## src/rtl/emac_irq_cfg.svh

```systemverilog
// Summary of operation
// RQ1 - queue pointer holds list start; low bits advance, wrap at 1024 or wrap bit
// RQ2 - pointer write taken only while transmit-active bit 3 reads low
// RQ3 - software writes pointer bit 2 as zero to keep bursts inside 1K
// RQ4 - pointer read gives first buffer of frame sent or about to be sent
// RQ5 - receive flags set by hardware only; write one clears; bits 2,1,0
// RQ6 - after an owned descriptor, retry descriptor read at each new frame start
// RQ7 - buffer-unavailable flag set again on every failed descriptor attempt
// RQ8 - frame-received flag set when frames are stored, held until written one
// RQ9 - late grant or bus error on receive sets overrun and reclaims buffer; here only rx_overrun does, rx_bus_error sets bit 11 only
// RQ10 - status bits: 0,1,2,3,4,5,6,7 then 10,11,12,13 as listed
// RQ11 - receive complete set per stored frame; all status cleared by read
// RQ12 - owned receive or transmit descriptor read sets its used-bit flag
// RQ13 - underrun set on late data, bus error, mid-frame owned bit, pointer write
// RQ14 - transmit error set when buffers run out mid-frame
// RQ15 - transmit complete set each time a frame finishes
// RQ16 - receive overrun interrupt set when overrun status flag gets set
// RQ17 - bus error interrupt set on any DMA error response
// RQ18 - pause-received on valid pause frame; pause-zero when pause time hits zero
// RQ19 - management done set when management operation finishes
// RQ20 - enable register: writing one unmasks that source, status layout
// RQ21 - disable register: writing one masks that source, status layout
// RQ22 - mask readback shows masked sources; enable clears, disable sets
// RQ23 - transmit status bit 3 reads high while transmission is active
// RQ24 - interrupt out while any unmasked flag set; zero writes change nothing
`ifndef EMAC_IRQ_CFG_SVH
`define EMAC_IRQ_CFG_SVH
`define ADDR_TSR     32'hfffc4014
`define ADDR_TQP     32'hfffc401c
`define ADDR_RXSTAT  32'hfffc4020
`define ADDR_IRQSTAT 32'hfffc4024
`define ADDR_IRQEN   32'hfffc4028
`define ADDR_IRQDIS  32'hfffc402c
`define ADDR_IRQMASK 32'hfffc4030
`define TSR_ACTIVE   3
`define TQ_LAST_IDX  10'h3ff
`define RXS_BUF_UNAVAIL  0
`define RXS_FRAME_STORED 1
`define RXS_OVERRUN      2
`define RXS_IMPL     32'h00000007
`define IRQ_MGMT_DONE    0
`define IRQ_RX_DONE      1
`define IRQ_RX_OWNED     2
`define IRQ_TX_OWNED     3
`define IRQ_TX_UNDER     4
`define IRQ_RETRY_LIM    5
`define IRQ_TX_EXHAUST   6
`define IRQ_TX_DONE      7
`define IRQ_RX_OVERRUN   10
`define IRQ_BUS_ERROR    11
`define IRQ_PAUSE_RX     12
`define IRQ_PAUSE_ZERO   13
`define IRQ_IMPL     32'h00003cff
`define MASK_RST     32'h00003cff
`define TQP_RST      32'h00000000
`define RESP_OKAY    2'h0
`define RESP_SLVERR  2'h2
`endif

```

## src/rtl/emac_irq_pkg.sv

```systemverilog
package emac_irq_pkg;
	// one-cycle event pulses from the dma, mac and management engines
	typedef struct packed {
		logic mgmt_done;
		logic rx_frame_stored;
		logic rx_desc_owned;
		logic rx_frame_start;
		logic rx_desc_ok;
		logic rx_overrun;
		logic rx_bus_error;
		logic tx_desc_owned;
		logic tx_late_data;
		logic tx_bus_error;
		logic tx_owned_mid;
		logic tx_exhausted;
		logic tx_complete;
		logic tx_buf_used;
		logic tx_buf_wrap;
		logic retry_limit;
		logic pause_received;
		logic pause_zero;
	} mac_events_s;
	typedef logic [31:0] word_t;
endpackage

```

## src/rtl/emac_status_interrupt_regs.sv

```systemverilog
// Our own choice: the AXI4-Lite register port.
`timescale 1ns/10ps
`default_nettype none
`include "emac_irq_cfg.svh"
module emac_status_interrupt_regs (
	// clock and reset
	input  wire logic                  MCLK_IN,
	input  wire logic                  RESETN_IN,
	// axi4-lite write address
	input  wire emac_irq_pkg::word_t   AWADDR_IN,
	input  wire logic                  AWVALID_IN,
	output logic                       AWREADY_OUT,
	// axi4-lite write data
	input  wire emac_irq_pkg::word_t   WDATA_IN,
	input  wire logic [3:0]            WSTRB_IN,
	input  wire logic                  WVALID_IN,
	output logic                       WREADY_OUT,
	// axi4-lite write response
	output logic [1:0]                 BRESP_OUT,
	output logic                       BVALID_OUT,
	input  wire logic                  BREADY_IN,
	// axi4-lite read address
	input  wire emac_irq_pkg::word_t   ARADDR_IN,
	input  wire logic                  ARVALID_IN,
	output logic                       ARREADY_OUT,
	// axi4-lite read data
	output emac_irq_pkg::word_t        RDATA_OUT,
	output logic [1:0]                 RRESP_OUT,
	output logic                       RVALID_OUT,
	input  wire logic                  RREADY_IN,
	// mac engine events and state
	input  wire emac_irq_pkg::mac_events_s EVENTS_IN,
	input  wire logic                  TX_ACTIVE_IN,
	// dma steering and interrupt
	output emac_irq_pkg::word_t        TX_DESC_ADDR_OUT,
	output logic                       RX_DESC_RETRY_OUT,
	output logic                       RX_RECLAIM_OUT,
	output logic                       IRQ_OUT
);
	import emac_irq_pkg::*;

	// expand byte strobes to a bit mask
	function automatic word_t strb_mask(
		input logic [3:0] strb
	);
		word_t m;
		m = '0;
		for (int i = 0; i < 4; i++) begin
			m[i*8 +: 8] = {8{strb[i]}};
		end
		return m;
	endfunction

	// descriptor address from list start and buffer index
	function automatic word_t desc_addr(
		input word_t      base,
		input logic [9:0] idx
	);
		return base + {19'h0, idx, 3'h0};
	endfunction

	// true when an address names a mapped register
	function automatic logic is_mapped(
		input word_t a
	);
		return (a == `ADDR_TSR) || (a == `ADDR_TQP) ||
		       (a == `ADDR_RXSTAT) || (a == `ADDR_IRQSTAT) ||
		       (a == `ADDR_IRQEN) || (a == `ADDR_IRQDIS) ||
		       (a == `ADDR_IRQMASK);
	endfunction

	// bus-side state
	logic        awready_q;
	logic        wready_q;
	logic        aw_full_q;
	logic        w_full_q;
	word_t       aw_addr_q;
	word_t       w_data_q;
	logic [3:0]  w_strb_q;
	logic        bvalid_q;
	logic [1:0]  bresp_q;
	logic        arready_q;
	logic        rvalid_q;
	word_t       rdata_q;
	logic [1:0]  rresp_q;

	// register state
	word_t       base_q;
	word_t       base_d;
	logic [9:0]  idx_q;
	logic [9:0]  idx_d;
	word_t       frame_q;
	word_t       frame_d;
	word_t       desc_q;
	word_t       rxs_q;
	word_t       rxs_d;
	word_t       ist_q;
	word_t       ist_d;
	word_t       mask_q;
	word_t       mask_d;
	logic        retry_q;
	logic        retry_out_q;
	logic        reclaim_q;
	logic        irq_q;

	// decoded transfers
	logic        wr_go;
	logic        rd_go;
	word_t       wr_bits;
	word_t       wr_merged;
	logic        tqp_taken;
	word_t       ist_set;
	word_t       rxs_set;
	word_t       rd_val;
	logic        rxs_clr;
	logic        en_wr;
	logic        dis_wr;
	logic        ist_rd;

	// a write runs once address and data are both held
	assign wr_go = aw_full_q && w_full_q && !bvalid_q;
	assign rd_go = ARVALID_IN && arready_q;
	assign wr_bits = w_data_q & strb_mask(w_strb_q);
	assign wr_merged = (base_q & ~strb_mask(w_strb_q)) | wr_bits;
	assign tqp_taken = wr_go && (aw_addr_q == `ADDR_TQP) &&
	                   !TX_ACTIVE_IN; // RQ2 RQ23

	// per-register write and read strobes
	assign rxs_clr = wr_go && (aw_addr_q == `ADDR_RXSTAT);
	assign en_wr   = wr_go && (aw_addr_q == `ADDR_IRQEN);
	assign dis_wr  = wr_go && (aw_addr_q == `ADDR_IRQDIS);
	assign ist_rd  = rd_go && (ARADDR_IN == `ADDR_IRQSTAT);

	// write address channel
	always_ff @(posedge MCLK_IN) begin
		if (!RESETN_IN) begin
			awready_q <= 1'b1;
			aw_full_q <= 1'b0;
			aw_addr_q <= '0;
		end else if (AWVALID_IN && awready_q) begin
			awready_q <= 1'b0;
			aw_full_q <= 1'b1;
			aw_addr_q <= AWADDR_IN;
		end else if (wr_go) begin
			awready_q <= 1'b1;
			aw_full_q <= 1'b0;
		end
	end

	// write data channel
	always_ff @(posedge MCLK_IN) begin
		if (!RESETN_IN) begin
			wready_q <= 1'b1;
			w_full_q <= 1'b0;
			w_data_q <= '0;
			w_strb_q <= 4'h0;
		end else if (WVALID_IN && wready_q) begin
			wready_q <= 1'b0;
			w_full_q <= 1'b1;
			w_data_q <= WDATA_IN;
			w_strb_q <= WSTRB_IN;
		end else if (wr_go) begin
			wready_q <= 1'b1;
			w_full_q <= 1'b0;
		end
	end

	// write response channel
	always_ff @(posedge MCLK_IN) begin
		if (!RESETN_IN) begin
			bvalid_q <= 1'b0;
			bresp_q  <= `RESP_OKAY;
		end else if (wr_go) begin
			bvalid_q <= 1'b1;
			bresp_q  <= is_mapped(aw_addr_q) ? `RESP_OKAY :
			            `RESP_SLVERR;
		end else if (BREADY_IN) begin
			bvalid_q <= 1'b0;
		end
	end

	// read value mux; write-only registers read as zero
	// decoded from the request so data is ready at the accept edge
	always_comb begin
		rd_val = '0;
		case (ARADDR_IN)
			`ADDR_TSR: rd_val[`TSR_ACTIVE] = TX_ACTIVE_IN; // RQ23
			`ADDR_TQP: rd_val = frame_q; // RQ4
			`ADDR_RXSTAT: rd_val = rxs_q;
			`ADDR_IRQSTAT: rd_val = ist_q;
			`ADDR_IRQMASK: rd_val = mask_q; // RQ22
			default:   rd_val = '0;
		endcase
	end

	// read address and data channels
	always_ff @(posedge MCLK_IN) begin
		if (!RESETN_IN) begin
			arready_q <= 1'b1;
			rvalid_q  <= 1'b0;
			rdata_q   <= '0;
			rresp_q   <= `RESP_OKAY;
		end else if (rd_go) begin
			arready_q <= 1'b0;
			rvalid_q  <= 1'b1;
			rdata_q   <= rd_val;
			rresp_q   <= is_mapped(ARADDR_IN) ? `RESP_OKAY :
			             `RESP_SLVERR;
		end else if (rvalid_q && RREADY_IN) begin
			arready_q <= 1'b1;
			rvalid_q  <= 1'b0;
		end
	end

	// transmit queue pointer next state
	always_comb begin
		base_d  = base_q;
		idx_d   = idx_q;
		frame_d = frame_q;
		if (EVENTS_IN.tx_buf_used) begin
			if (EVENTS_IN.tx_buf_wrap) begin
				idx_d = 10'h000; // RQ1
			end else if (idx_q == `TQ_LAST_IDX) begin
				idx_d = 10'h000; // RQ1
			end else begin
				idx_d = idx_q + 10'h001; // RQ1
			end
		end
		if (EVENTS_IN.tx_complete) begin
			frame_d = desc_addr(base_q, idx_d); // RQ4
		end
		if (tqp_taken) begin
			base_d  = wr_merged; // RQ1
			idx_d   = 10'h000;
			frame_d = wr_merged;
		end
	end

	// transmit queue pointer registers
	always_ff @(posedge MCLK_IN) begin
		if (!RESETN_IN) begin
			base_q  <= `TQP_RST;
			idx_q   <= 10'h000;
			frame_q <= `TQP_RST;
			desc_q  <= `TQP_RST;
		end else begin
			base_q  <= base_d;
			idx_q   <= idx_d;
			frame_q <= frame_d;
			desc_q  <= desc_addr(base_d, idx_d); // RQ1
		end
	end

	// receive status: hardware sets, write one clears, set wins
	always_comb begin
		rxs_set = '0;
		rxs_set[`RXS_BUF_UNAVAIL]  = EVENTS_IN.rx_desc_owned; // RQ7
		rxs_set[`RXS_FRAME_STORED] = EVENTS_IN.rx_frame_stored; // RQ8
		rxs_set[`RXS_OVERRUN]      = EVENTS_IN.rx_overrun; // RQ9
		rxs_d = rxs_q;
		if (rxs_clr) begin
			rxs_d = rxs_q & ~wr_bits; // RQ5
		end
		rxs_d = (rxs_d | rxs_set) & `RXS_IMPL; // RQ5
	end

	// receive status register
	always_ff @(posedge MCLK_IN) begin
		if (!RESETN_IN) begin
			rxs_q <= '0;
		end else begin
			rxs_q <= rxs_d;
		end
	end

	// descriptor retry after an owned descriptor, and buffer reclaim
	always_ff @(posedge MCLK_IN) begin
		if (!RESETN_IN) begin
			retry_q     <= 1'b0;
			retry_out_q <= 1'b0;
			reclaim_q   <= 1'b0;
		end else begin
			if (EVENTS_IN.rx_desc_owned) begin
				retry_q <= 1'b1; // RQ6
			end else if (EVENTS_IN.rx_desc_ok) begin
				retry_q <= 1'b0; // RQ6
			end
			retry_out_q <= retry_q &&
			               EVENTS_IN.rx_frame_start; // RQ6
			reclaim_q   <= EVENTS_IN.rx_overrun; // RQ9
		end
	end

	// interrupt status sources
	always_comb begin
		ist_set = '0;
		ist_set[`IRQ_MGMT_DONE]  = EVENTS_IN.mgmt_done; // RQ19
		ist_set[`IRQ_RX_DONE]    = EVENTS_IN.rx_frame_stored; // RQ11
		ist_set[`IRQ_RX_OWNED]   = EVENTS_IN.rx_desc_owned; // RQ12
		ist_set[`IRQ_TX_OWNED]   = EVENTS_IN.tx_desc_owned; // RQ12
		ist_set[`IRQ_TX_UNDER]   = EVENTS_IN.tx_late_data |
		                           EVENTS_IN.tx_bus_error |
		                           EVENTS_IN.tx_owned_mid |
		                           tqp_taken; // RQ13
		ist_set[`IRQ_RETRY_LIM]  = EVENTS_IN.retry_limit;
		ist_set[`IRQ_TX_EXHAUST] = EVENTS_IN.tx_exhausted; // RQ14
		ist_set[`IRQ_TX_DONE]    = EVENTS_IN.tx_complete; // RQ15
		ist_set[`IRQ_RX_OVERRUN] = EVENTS_IN.rx_overrun; // RQ16
		ist_set[`IRQ_BUS_ERROR]  = EVENTS_IN.rx_bus_error |
		                           EVENTS_IN.tx_bus_error; // RQ17
		ist_set[`IRQ_PAUSE_RX]   = EVENTS_IN.pause_received; // RQ18
		ist_set[`IRQ_PAUSE_ZERO] = EVENTS_IN.pause_zero; // RQ18
	end

	// interrupt status: cleared by read, a same-cycle event survives
	always_comb begin
		ist_d = ist_q;
		if (ist_rd) begin
			ist_d = '0; // RQ11
		end
		ist_d = (ist_d | ist_set) & `IRQ_IMPL; // RQ10
	end

	// interrupt status register
	always_ff @(posedge MCLK_IN) begin
		if (!RESETN_IN) begin
			ist_q <= '0;
		end else begin
			ist_q <= ist_d;
		end
	end

	// mask: enable clears bits, disable sets them, zeros ignored
	always_comb begin
		mask_d = mask_q;
		if (en_wr) begin
			mask_d = mask_q & ~wr_bits; // RQ20 RQ22 RQ24
		end
		if (dis_wr) begin
			mask_d = mask_q | wr_bits; // RQ21 RQ22 RQ24
		end
		mask_d = mask_d & `IRQ_IMPL;
	end

	// mask register, every source masked out of reset
	always_ff @(posedge MCLK_IN) begin
		if (!RESETN_IN) begin
			mask_q <= `MASK_RST;
		end else begin
			mask_q <= mask_d;
		end
	end

	// interrupt line from the next status and mask
	// next state keeps the line in step with the flag, not a cycle late
	always_ff @(posedge MCLK_IN) begin
		if (!RESETN_IN) begin
			irq_q <= 1'b0;
		end else begin
			irq_q <= |(ist_d & ~mask_d); // RQ24
		end
	end

	// outputs straight from flops
	assign AWREADY_OUT       = awready_q;
	assign WREADY_OUT        = wready_q;
	assign BVALID_OUT        = bvalid_q;
	assign BRESP_OUT         = bresp_q;
	assign ARREADY_OUT       = arready_q;
	assign RVALID_OUT        = rvalid_q;
	assign RDATA_OUT         = rdata_q;
	assign RRESP_OUT         = rresp_q;
	assign TX_DESC_ADDR_OUT  = desc_q;
	assign RX_DESC_RETRY_OUT = retry_out_q;
	assign RX_RECLAIM_OUT    = reclaim_q;
	assign IRQ_OUT           = irq_q;
endmodule
`default_nettype wire

```

## config.mk

```make
export PLATFORM = sky130hd
export DESIGN_NAME = emac_status_interrupt_regs
export DESIGN_NICKNAME = d
export VERILOG_FILES = /design/src/rtl/emac_irq_pkg.sv /design/src/rtl/emac_status_interrupt_regs.sv
export VERILOG_INCLUDE_DIRS = /design/src /design/src/rtl
export SDC_FILE = /design/constraint.sdc
export NUM_CORES = 1
export LEC_CHECK = 0
export CAP_MARGIN = 20
export CORE_AREA = 10 10 247 178
export CTS_CLUSTER_SIZE = 20
export DETAILED_ROUTE_END_ITERATION = 7
export DIE_AREA = 0 0 257 188
export DONT_BUFFER_PORTS = 1
export SLEW_MARGIN = 40
export SYNTH_ARGS = -nofsm -noshare
export SYNTH_HDL_FRONTEND = slang
export SYNTH_SLANG_ARGS = --single-unit
```

## constraint.sdc

```tcl
create_clock -name MCLK_IN -period 6.5 [get_ports MCLK_IN]
set_input_delay 1.3 -clock MCLK_IN [delete_from_list [all_inputs] [get_ports MCLK_IN]]
set_output_delay 1.3 -clock MCLK_IN [all_outputs]
set_load 0.02 [all_outputs]
```

# Word-level counts from Yosys, hierarchy flattened

Index checks and enable logic that the tools add are counted.

Bitwise gates (word level): 16
Add/sub/neg operators: 3
Reductions and logical operators: 34
Multiplexer cells: 30
Eq/ne operators: 15

Operators by type and width:

| operator                                                        | number |
|---|---|
| 32-bit == test, second input constant                           | 14 |
| 28-bit case mux with 4 select lines                             | 1 |
| 32-bit 2-to-1 mux                                               | 3 |
| 32-bit by 13-bit adder with 32-bit output                       | 2 |
| 32-bit bitwise AND                                              | 2 |
| 14-bit 2-to-1 mux                                               | 3 |
| 10-bit 2-to-1 mux                                               | 4 |
| 14-bit by 32-bit bitwise AND with 32-bit output                 | 1 |
| 14-bit NOT with 32-bit output                                   | 1 |
| 32-bit NOT                                                      | 1 |
| 32-bit bitwise OR                                               | 1 |
| 32-bit OR reduction                                             | 1 |
| 14-bit bitwise OR                                               | 2 |
| 14-bit bitwise AND                                              | 1 |
| 1-bit 2-to-1 mux                                                | 14 |
| 14-bit NOT                                                      | 1 |
| 1-bit logical AND                                               | 13 |
| 1-bit logical OR                                                | 12 |
| 3-bit case mux with 4 select lines                              | 1 |
| 2-bit nonzero test                                              | 6 |
| 10-bit by 1-bit adder with 10-bit output, second input constant | 1 |
| 10-bit == test, second input constant                           | 1 |
| 1-bit case mux with 5 select lines                              | 1 |
| 2-bit 2-to-1 mux                                                | 2 |
| 5 further kinds                                                 | 9 |

Word-level logic and storage cells: 122
Input port bits: 126
Output and inout bits: 76
Register bits: 248

# Depth between registers and ports, before layout

Depth in word-level cells: 8
Depth in mapped cells: 18
Gate-level depth less buffers: 17

# Least setup slack after synthesis

No wires, ideal clock.

Kind: input-to-reg
Start point: input TX_ACTIVE_IN
End point: register desc_q[26] (netlist: TX_DESC_ADDR_OUT[26])
Cell stages on the path: 15
Setup slack: 1491 ps
Arrival time: 4886 ps
Library setup time: 123 ps
Path buffers: 2
Data required time: 6377 ps
Cell sequence: or2_2 nor3_2 and3_1 clkbuf_1 clkbuf_1 nor2_1 ha_1 a21oi_1 nor2b_1 a311o_1 o31ai_1 o21ai_1 o21a_1 nand4b_1 mux2_1

Longest elaborated chain between the ends: 4
Elaborated cells between the ends (all ways): 5
Those cells by class: add/sub (1); mux (2); reduce/logical (2)

RTL lines:

| what                                      | RTL line                          | text |
|---|---|---|
| start, declared                           | emac_status_interrupt_regs.sv:33  | `input wire logic TX_ACTIVE_IN,` |
| 1-bit logical NOT                         | emac_status_interrupt_regs.sv:126 | `!TX_ACTIVE_IN;` |
| 1-bit logical AND                         | emac_status_interrupt_regs.sv:125 | `` assign tqp_taken = wr_go && (aw_addr_q == `ADDR_TQP) && `` |
| 10-bit 2-to-1 mux                         | emac_status_interrupt_regs.sv:232 | `if (tqp_taken) begin` |
| via idx_d[3]                              | emac_status_interrupt_regs.sv:91  | `logic [9:0] idx_d;` |
| 32-bit by 13-bit adder with 32-bit output | emac_status_interrupt_regs.sv:59  | `return base + {19'h0, idx, 3'h0};` |
| end signal, assigned                      | emac_status_interrupt_regs.sv:245 | `` desc_q <= `TQP_RST; `` |
| end signal, assigned                      | emac_status_interrupt_regs.sv:250 | `desc_q <= desc_addr(base_d, idx_d);` |
| end, declared                             | emac_status_interrupt_regs.sv:94  | `word_t desc_q;` |

The timed path passes the listed nets, and every way through them passes these cells.
A chain may end at the register's enable or synchronous reset.

# Final worst setup path

Start point: register aw_addr_q[1]
End point: register desc_q[26] (netlist: TX_DESC_ADDR_OUT[26])

Longest elaborated chain between the ends: 5
Elaborated cells between the ends (all ways): 6
Those cells by class: add/sub (1); eq/ne (1); mux (2); reduce/logical (2)

RTL lines:

| what                                      | RTL line                          | text |
|---|---|---|
| start, declared                           | emac_status_interrupt_regs.sv:77  | `word_t aw_addr_q;` |
| start signal, assigned                    | emac_status_interrupt_regs.sv:139 | `aw_addr_q <= '0;` |
| start signal, assigned                    | emac_status_interrupt_regs.sv:143 | `aw_addr_q <= AWADDR_IN;` |
| 32-bit == test (no source line)           | --                                |  |
| 1-bit logical AND (2 in a row)            | emac_status_interrupt_regs.sv:125 |  |
| 32-bit 2-to-1 mux                         | emac_status_interrupt_regs.sv:232 |  |
| via base_d[4]                             | emac_status_interrupt_regs.sv:89  | `word_t base_d;` |
| 32-bit by 13-bit adder with 32-bit output | emac_status_interrupt_regs.sv:59  |  |

The timed path passes the listed nets, and every way through them passes these cells.

==> metrics.md <==
| Metric | Value |
|---|---|
| Outcome | finished, final reports clean |
| Initial core utilization | around 30% |
| VDD IR-drop max | between 150 and 200 uV |
| WP data required | ~6900 ps |
| Vias in the first global route | approximately 9600 |
| Power per cell area | about 260 mW/mm^2 |
| Slew Viols, Final | 0 |
| Leakage | between 4 and 5 nW |
| Hold_buf cts | 0 |
| Worst-path fanout max | 10 |
| Met3 usage in global routing | 6.868% |
| Sw Ratio | 23.81% |
| CP top delay family | simple AND/OR/NAND/NOR gates |
| WL/cell | about 21 um |
| H-Tree Depth | 1 |
| FILL cells | about 4100 |
| Post-route setup slack | approximately 1200 ps |
| First-pass GRT wire length | between 50000 and 60000 um |
| DR vias | 10130 |
| Clk buf depth | 3 |
| Setup violations, final | 0 |
| # DRC | 0 |
| Total CTS buffers | 26 |
| GRT Util Overall | around 15% |
| Clock share of power | between 40% and 50% |
| Final hold violations | 0 |
| WL final | ~39000 um |
| Power Internal | 2.545 mW |
| Fin crit share | between 80% and 90% |
| Worst Path Arrival | 5780 ps |
| GP Congestion | between 0.9 and 1 |
| Mapped cell area | approximately 0.012 sq mm |
| Synth Flop Type | dfxtp_1 |
| Area contributors post-synth | dfxtp_1, nand2_1, a21oi_1, nor2_1, mux2i_1 |
| Boundary Pins | ~200 |
| Largest net degree at the start of global routing | around 140 |
| Nets | approximately 1500 |
| CP peak stage delay | approximately 670 ps |
| CTS tree | yes |
| Leading cell types in the layout, fill and taps excluded | dfxtp_1, nand2_1, a21oi_1 |
| Sw Pwr | ~800 uW |
| Crit path capture type | flip-flop |
| Post-Route Setup TNS | 0 ps |
| Buf/Inv on CP | 2 |
| Met1 Usage GRT | 20.96% |
| Hold Slack | around 460 ps |
| Async SR Flop Fraction | 0% |
| Slowest CP cell | or4_2 |
| CP startpoint kind | flip-flop |
| Post-synthesis sequential area ratio | between 40% and 50% |
| Worst slew pin tran | ~860 ps |
| Clock-pin slew on the worst setup and hold paths | approximately 60 ps |
| Kind of critical path | flip-flop to flip-flop |
| Top-area cell type share of the netlist area | roughly two fifths |
| Leading area contributor after synthesis | dfxtp_1 |
| Later-pin clock latency in the skew report | roughly 550 ps |
| Post-layout util | between 30% and 40% |
| Core Area | 0.03923 sq mm |
| Detailed Routing Iterations Pass 1 | 7 |
| Post-synth cell types | between 80 and 90 |
| RSZ-0062 raised after global routing | no |
| Die Span X | between 200 and 300 um |
| Mean Syn Cell Area | between 8 and 9 sq um |
| Post_cts resized | 0 |
| Row count | 61 |
| Via density | around 5.3 |
| Minimum setup slack after placement | just over 1000 ps |
| DRT iter0 DRCs | between 900 and 1000 |
| Clock sinks | about 240 |
| Gate power share | under 10% |
| Maxcap violations | 0 |
| GRT overflow | 0 |
| Min-Delay Path Class | flip-flop to flip-flop |
| Commonest non-fill, non-tap cell in the layout | dfxtp_1 |
| Register area | ~0.0049 sq mm |
| Footprint of the multi-input gates | 0.006256 sq mm |
| Die H | around 190 um |
| Area Growth Syn to Fin | 11.13% |
| GR peak layer | met2 |
| Gate Count Post-Synth | between 1000 and 1500 |
| Layout cells sized above 1 | under 10% |
| Root Driver | clkbuf_16 |
| Fin Clk Skew | between 15 and 20 ps |
| DIE AREA | 0.04832 sq mm |
| Synth Register Bits | 243 |
| FMAX | 187.0 MHz |
| Met2 usage in global routing | roughly 22% |
| Initial antenna violation count | 2 |
| Reg power frac | ~48% |
| Slew margin rel. | 42.26% |
| Post-layout min period | roughly 5300 ps |
| Setup Buffers After CTS | 0 |
| Number of flops mapped to enable cells by yosys | 0 |
| DP Wirelength | 29100 um |
| Buffers on Ports | 0 |
| Final ANT Viol Nets | 0 |
| Critical path cell sequence | or4_2, nor4_2, and4_1, buf_4, nand2_1, mux2i_1, inv_1, ha_1, a21oi_1, nor2b_1, a311o_1, o31ai_1, o21ai_1, o21a_1, nand4b_1, mux2_1 |
| Yosys warns | 0 |
[Yosys cell counts, drive strengths merged (16+ instances only)]
master,instances
mux2,18
inv,30
nand4,32
a31oi,16
clkbuf,78
buf,20
nand2,232
o21ai,40
mux2i,46
nand3,53
a211oi,17
nor2,127
xnor2,29
and2,35
nor2b,17
dfxtp,243
nor3,27
a21oi,152
xor2,17
ha,21
[power groups by stage]
stage          clock [mW]  sequential, mW  combinational [mW]
2_1_floorplan           0            1.59               0.136
3_3_place_gp            0            1.62               0.149
3_5_place_dp            0            1.62               0.151
4_1_cts              1.63            1.59               0.152
5_1_grt              1.68            1.60               0.173
6_report             1.60            1.59               0.154
[area by class of cell]
cell class | count | share of cell area, %
Multi-Input combinational cell | 1047 | 48.26
Timing Repair Buffer | 15 | 1.023
Clock inverter | 9 | 0.9748
Sequential cell | 243 | 37.53
Clock buffer | 39 | 6.100
Antenna cell | 1 | 0.01930
Inverter | 30 | 0.9265
Tap cell | 535 | 5.164
[state kept, by name, indices dropped and copies added, names as in the netlist, 3 cells and up]
register and flops:
RDATA_OUT 32, idx_q 10, w_strb_q 4, ist_q 12
mask_q 12, w_data_q 32, base_q 32, TX_DESC_ADDR_OUT 29
aw_addr_q 32, frame_q 32, rxs_q 3
[metal layers]
layer / part of all wire [%] / vias to the layer above
met2: 40 / 417
li1: - / 4878
met4: 1.6 / 2
met5: 0.033 / -
met1: 46 / 4786
met3: 12 / 46
[worst min-delay path, stage by stage (launching register included)]
cell and delay (ps):
dfxtp_1 310, nand2_1 50, a21oi_1 50
[worst paths after layout]
kind           startpoint                   end  slack (ps)  depth (start not counted)
min reg2reg  w_data_q[20]          w_data_q[20]         460                          2
min          w_data_q[20]          w_data_q[20]         460                          2
max          aw_addr_q[1]  TX_DESC_ADDR_OUT[26]        1150                         16
max reg2reg  aw_addr_q[1]  TX_DESC_ADDR_OUT[26]        1150                         16
[stage by stage]
stage          power (mW)  area (sq um)  std cells
2_1_floorplan       1.729         11670       1418
3_3_place_gp        1.770         11990       1867
3_5_place_dp        1.774         12000       1868
4_1_cts             3.370         12920       1916
5_1_grt             3.452         12960       1918
6_report            3.340         12960       1919
[logic make-up after synthesis]
family                   after synthesis  synth area share, %
flip-flops                           243                41.70
other                                  1              0.03215
adder cells (fa/ha/maj)               23                2.596
buffers and inverters                128                4.805
multiplexers                          64                5.749
AO/OA/AOI/OAI                        307                16.27
XOR/XNOR                              46                3.454
AND/OR/NAND/NOR                      605                25.39
Power figures use the tool's default switching activity.
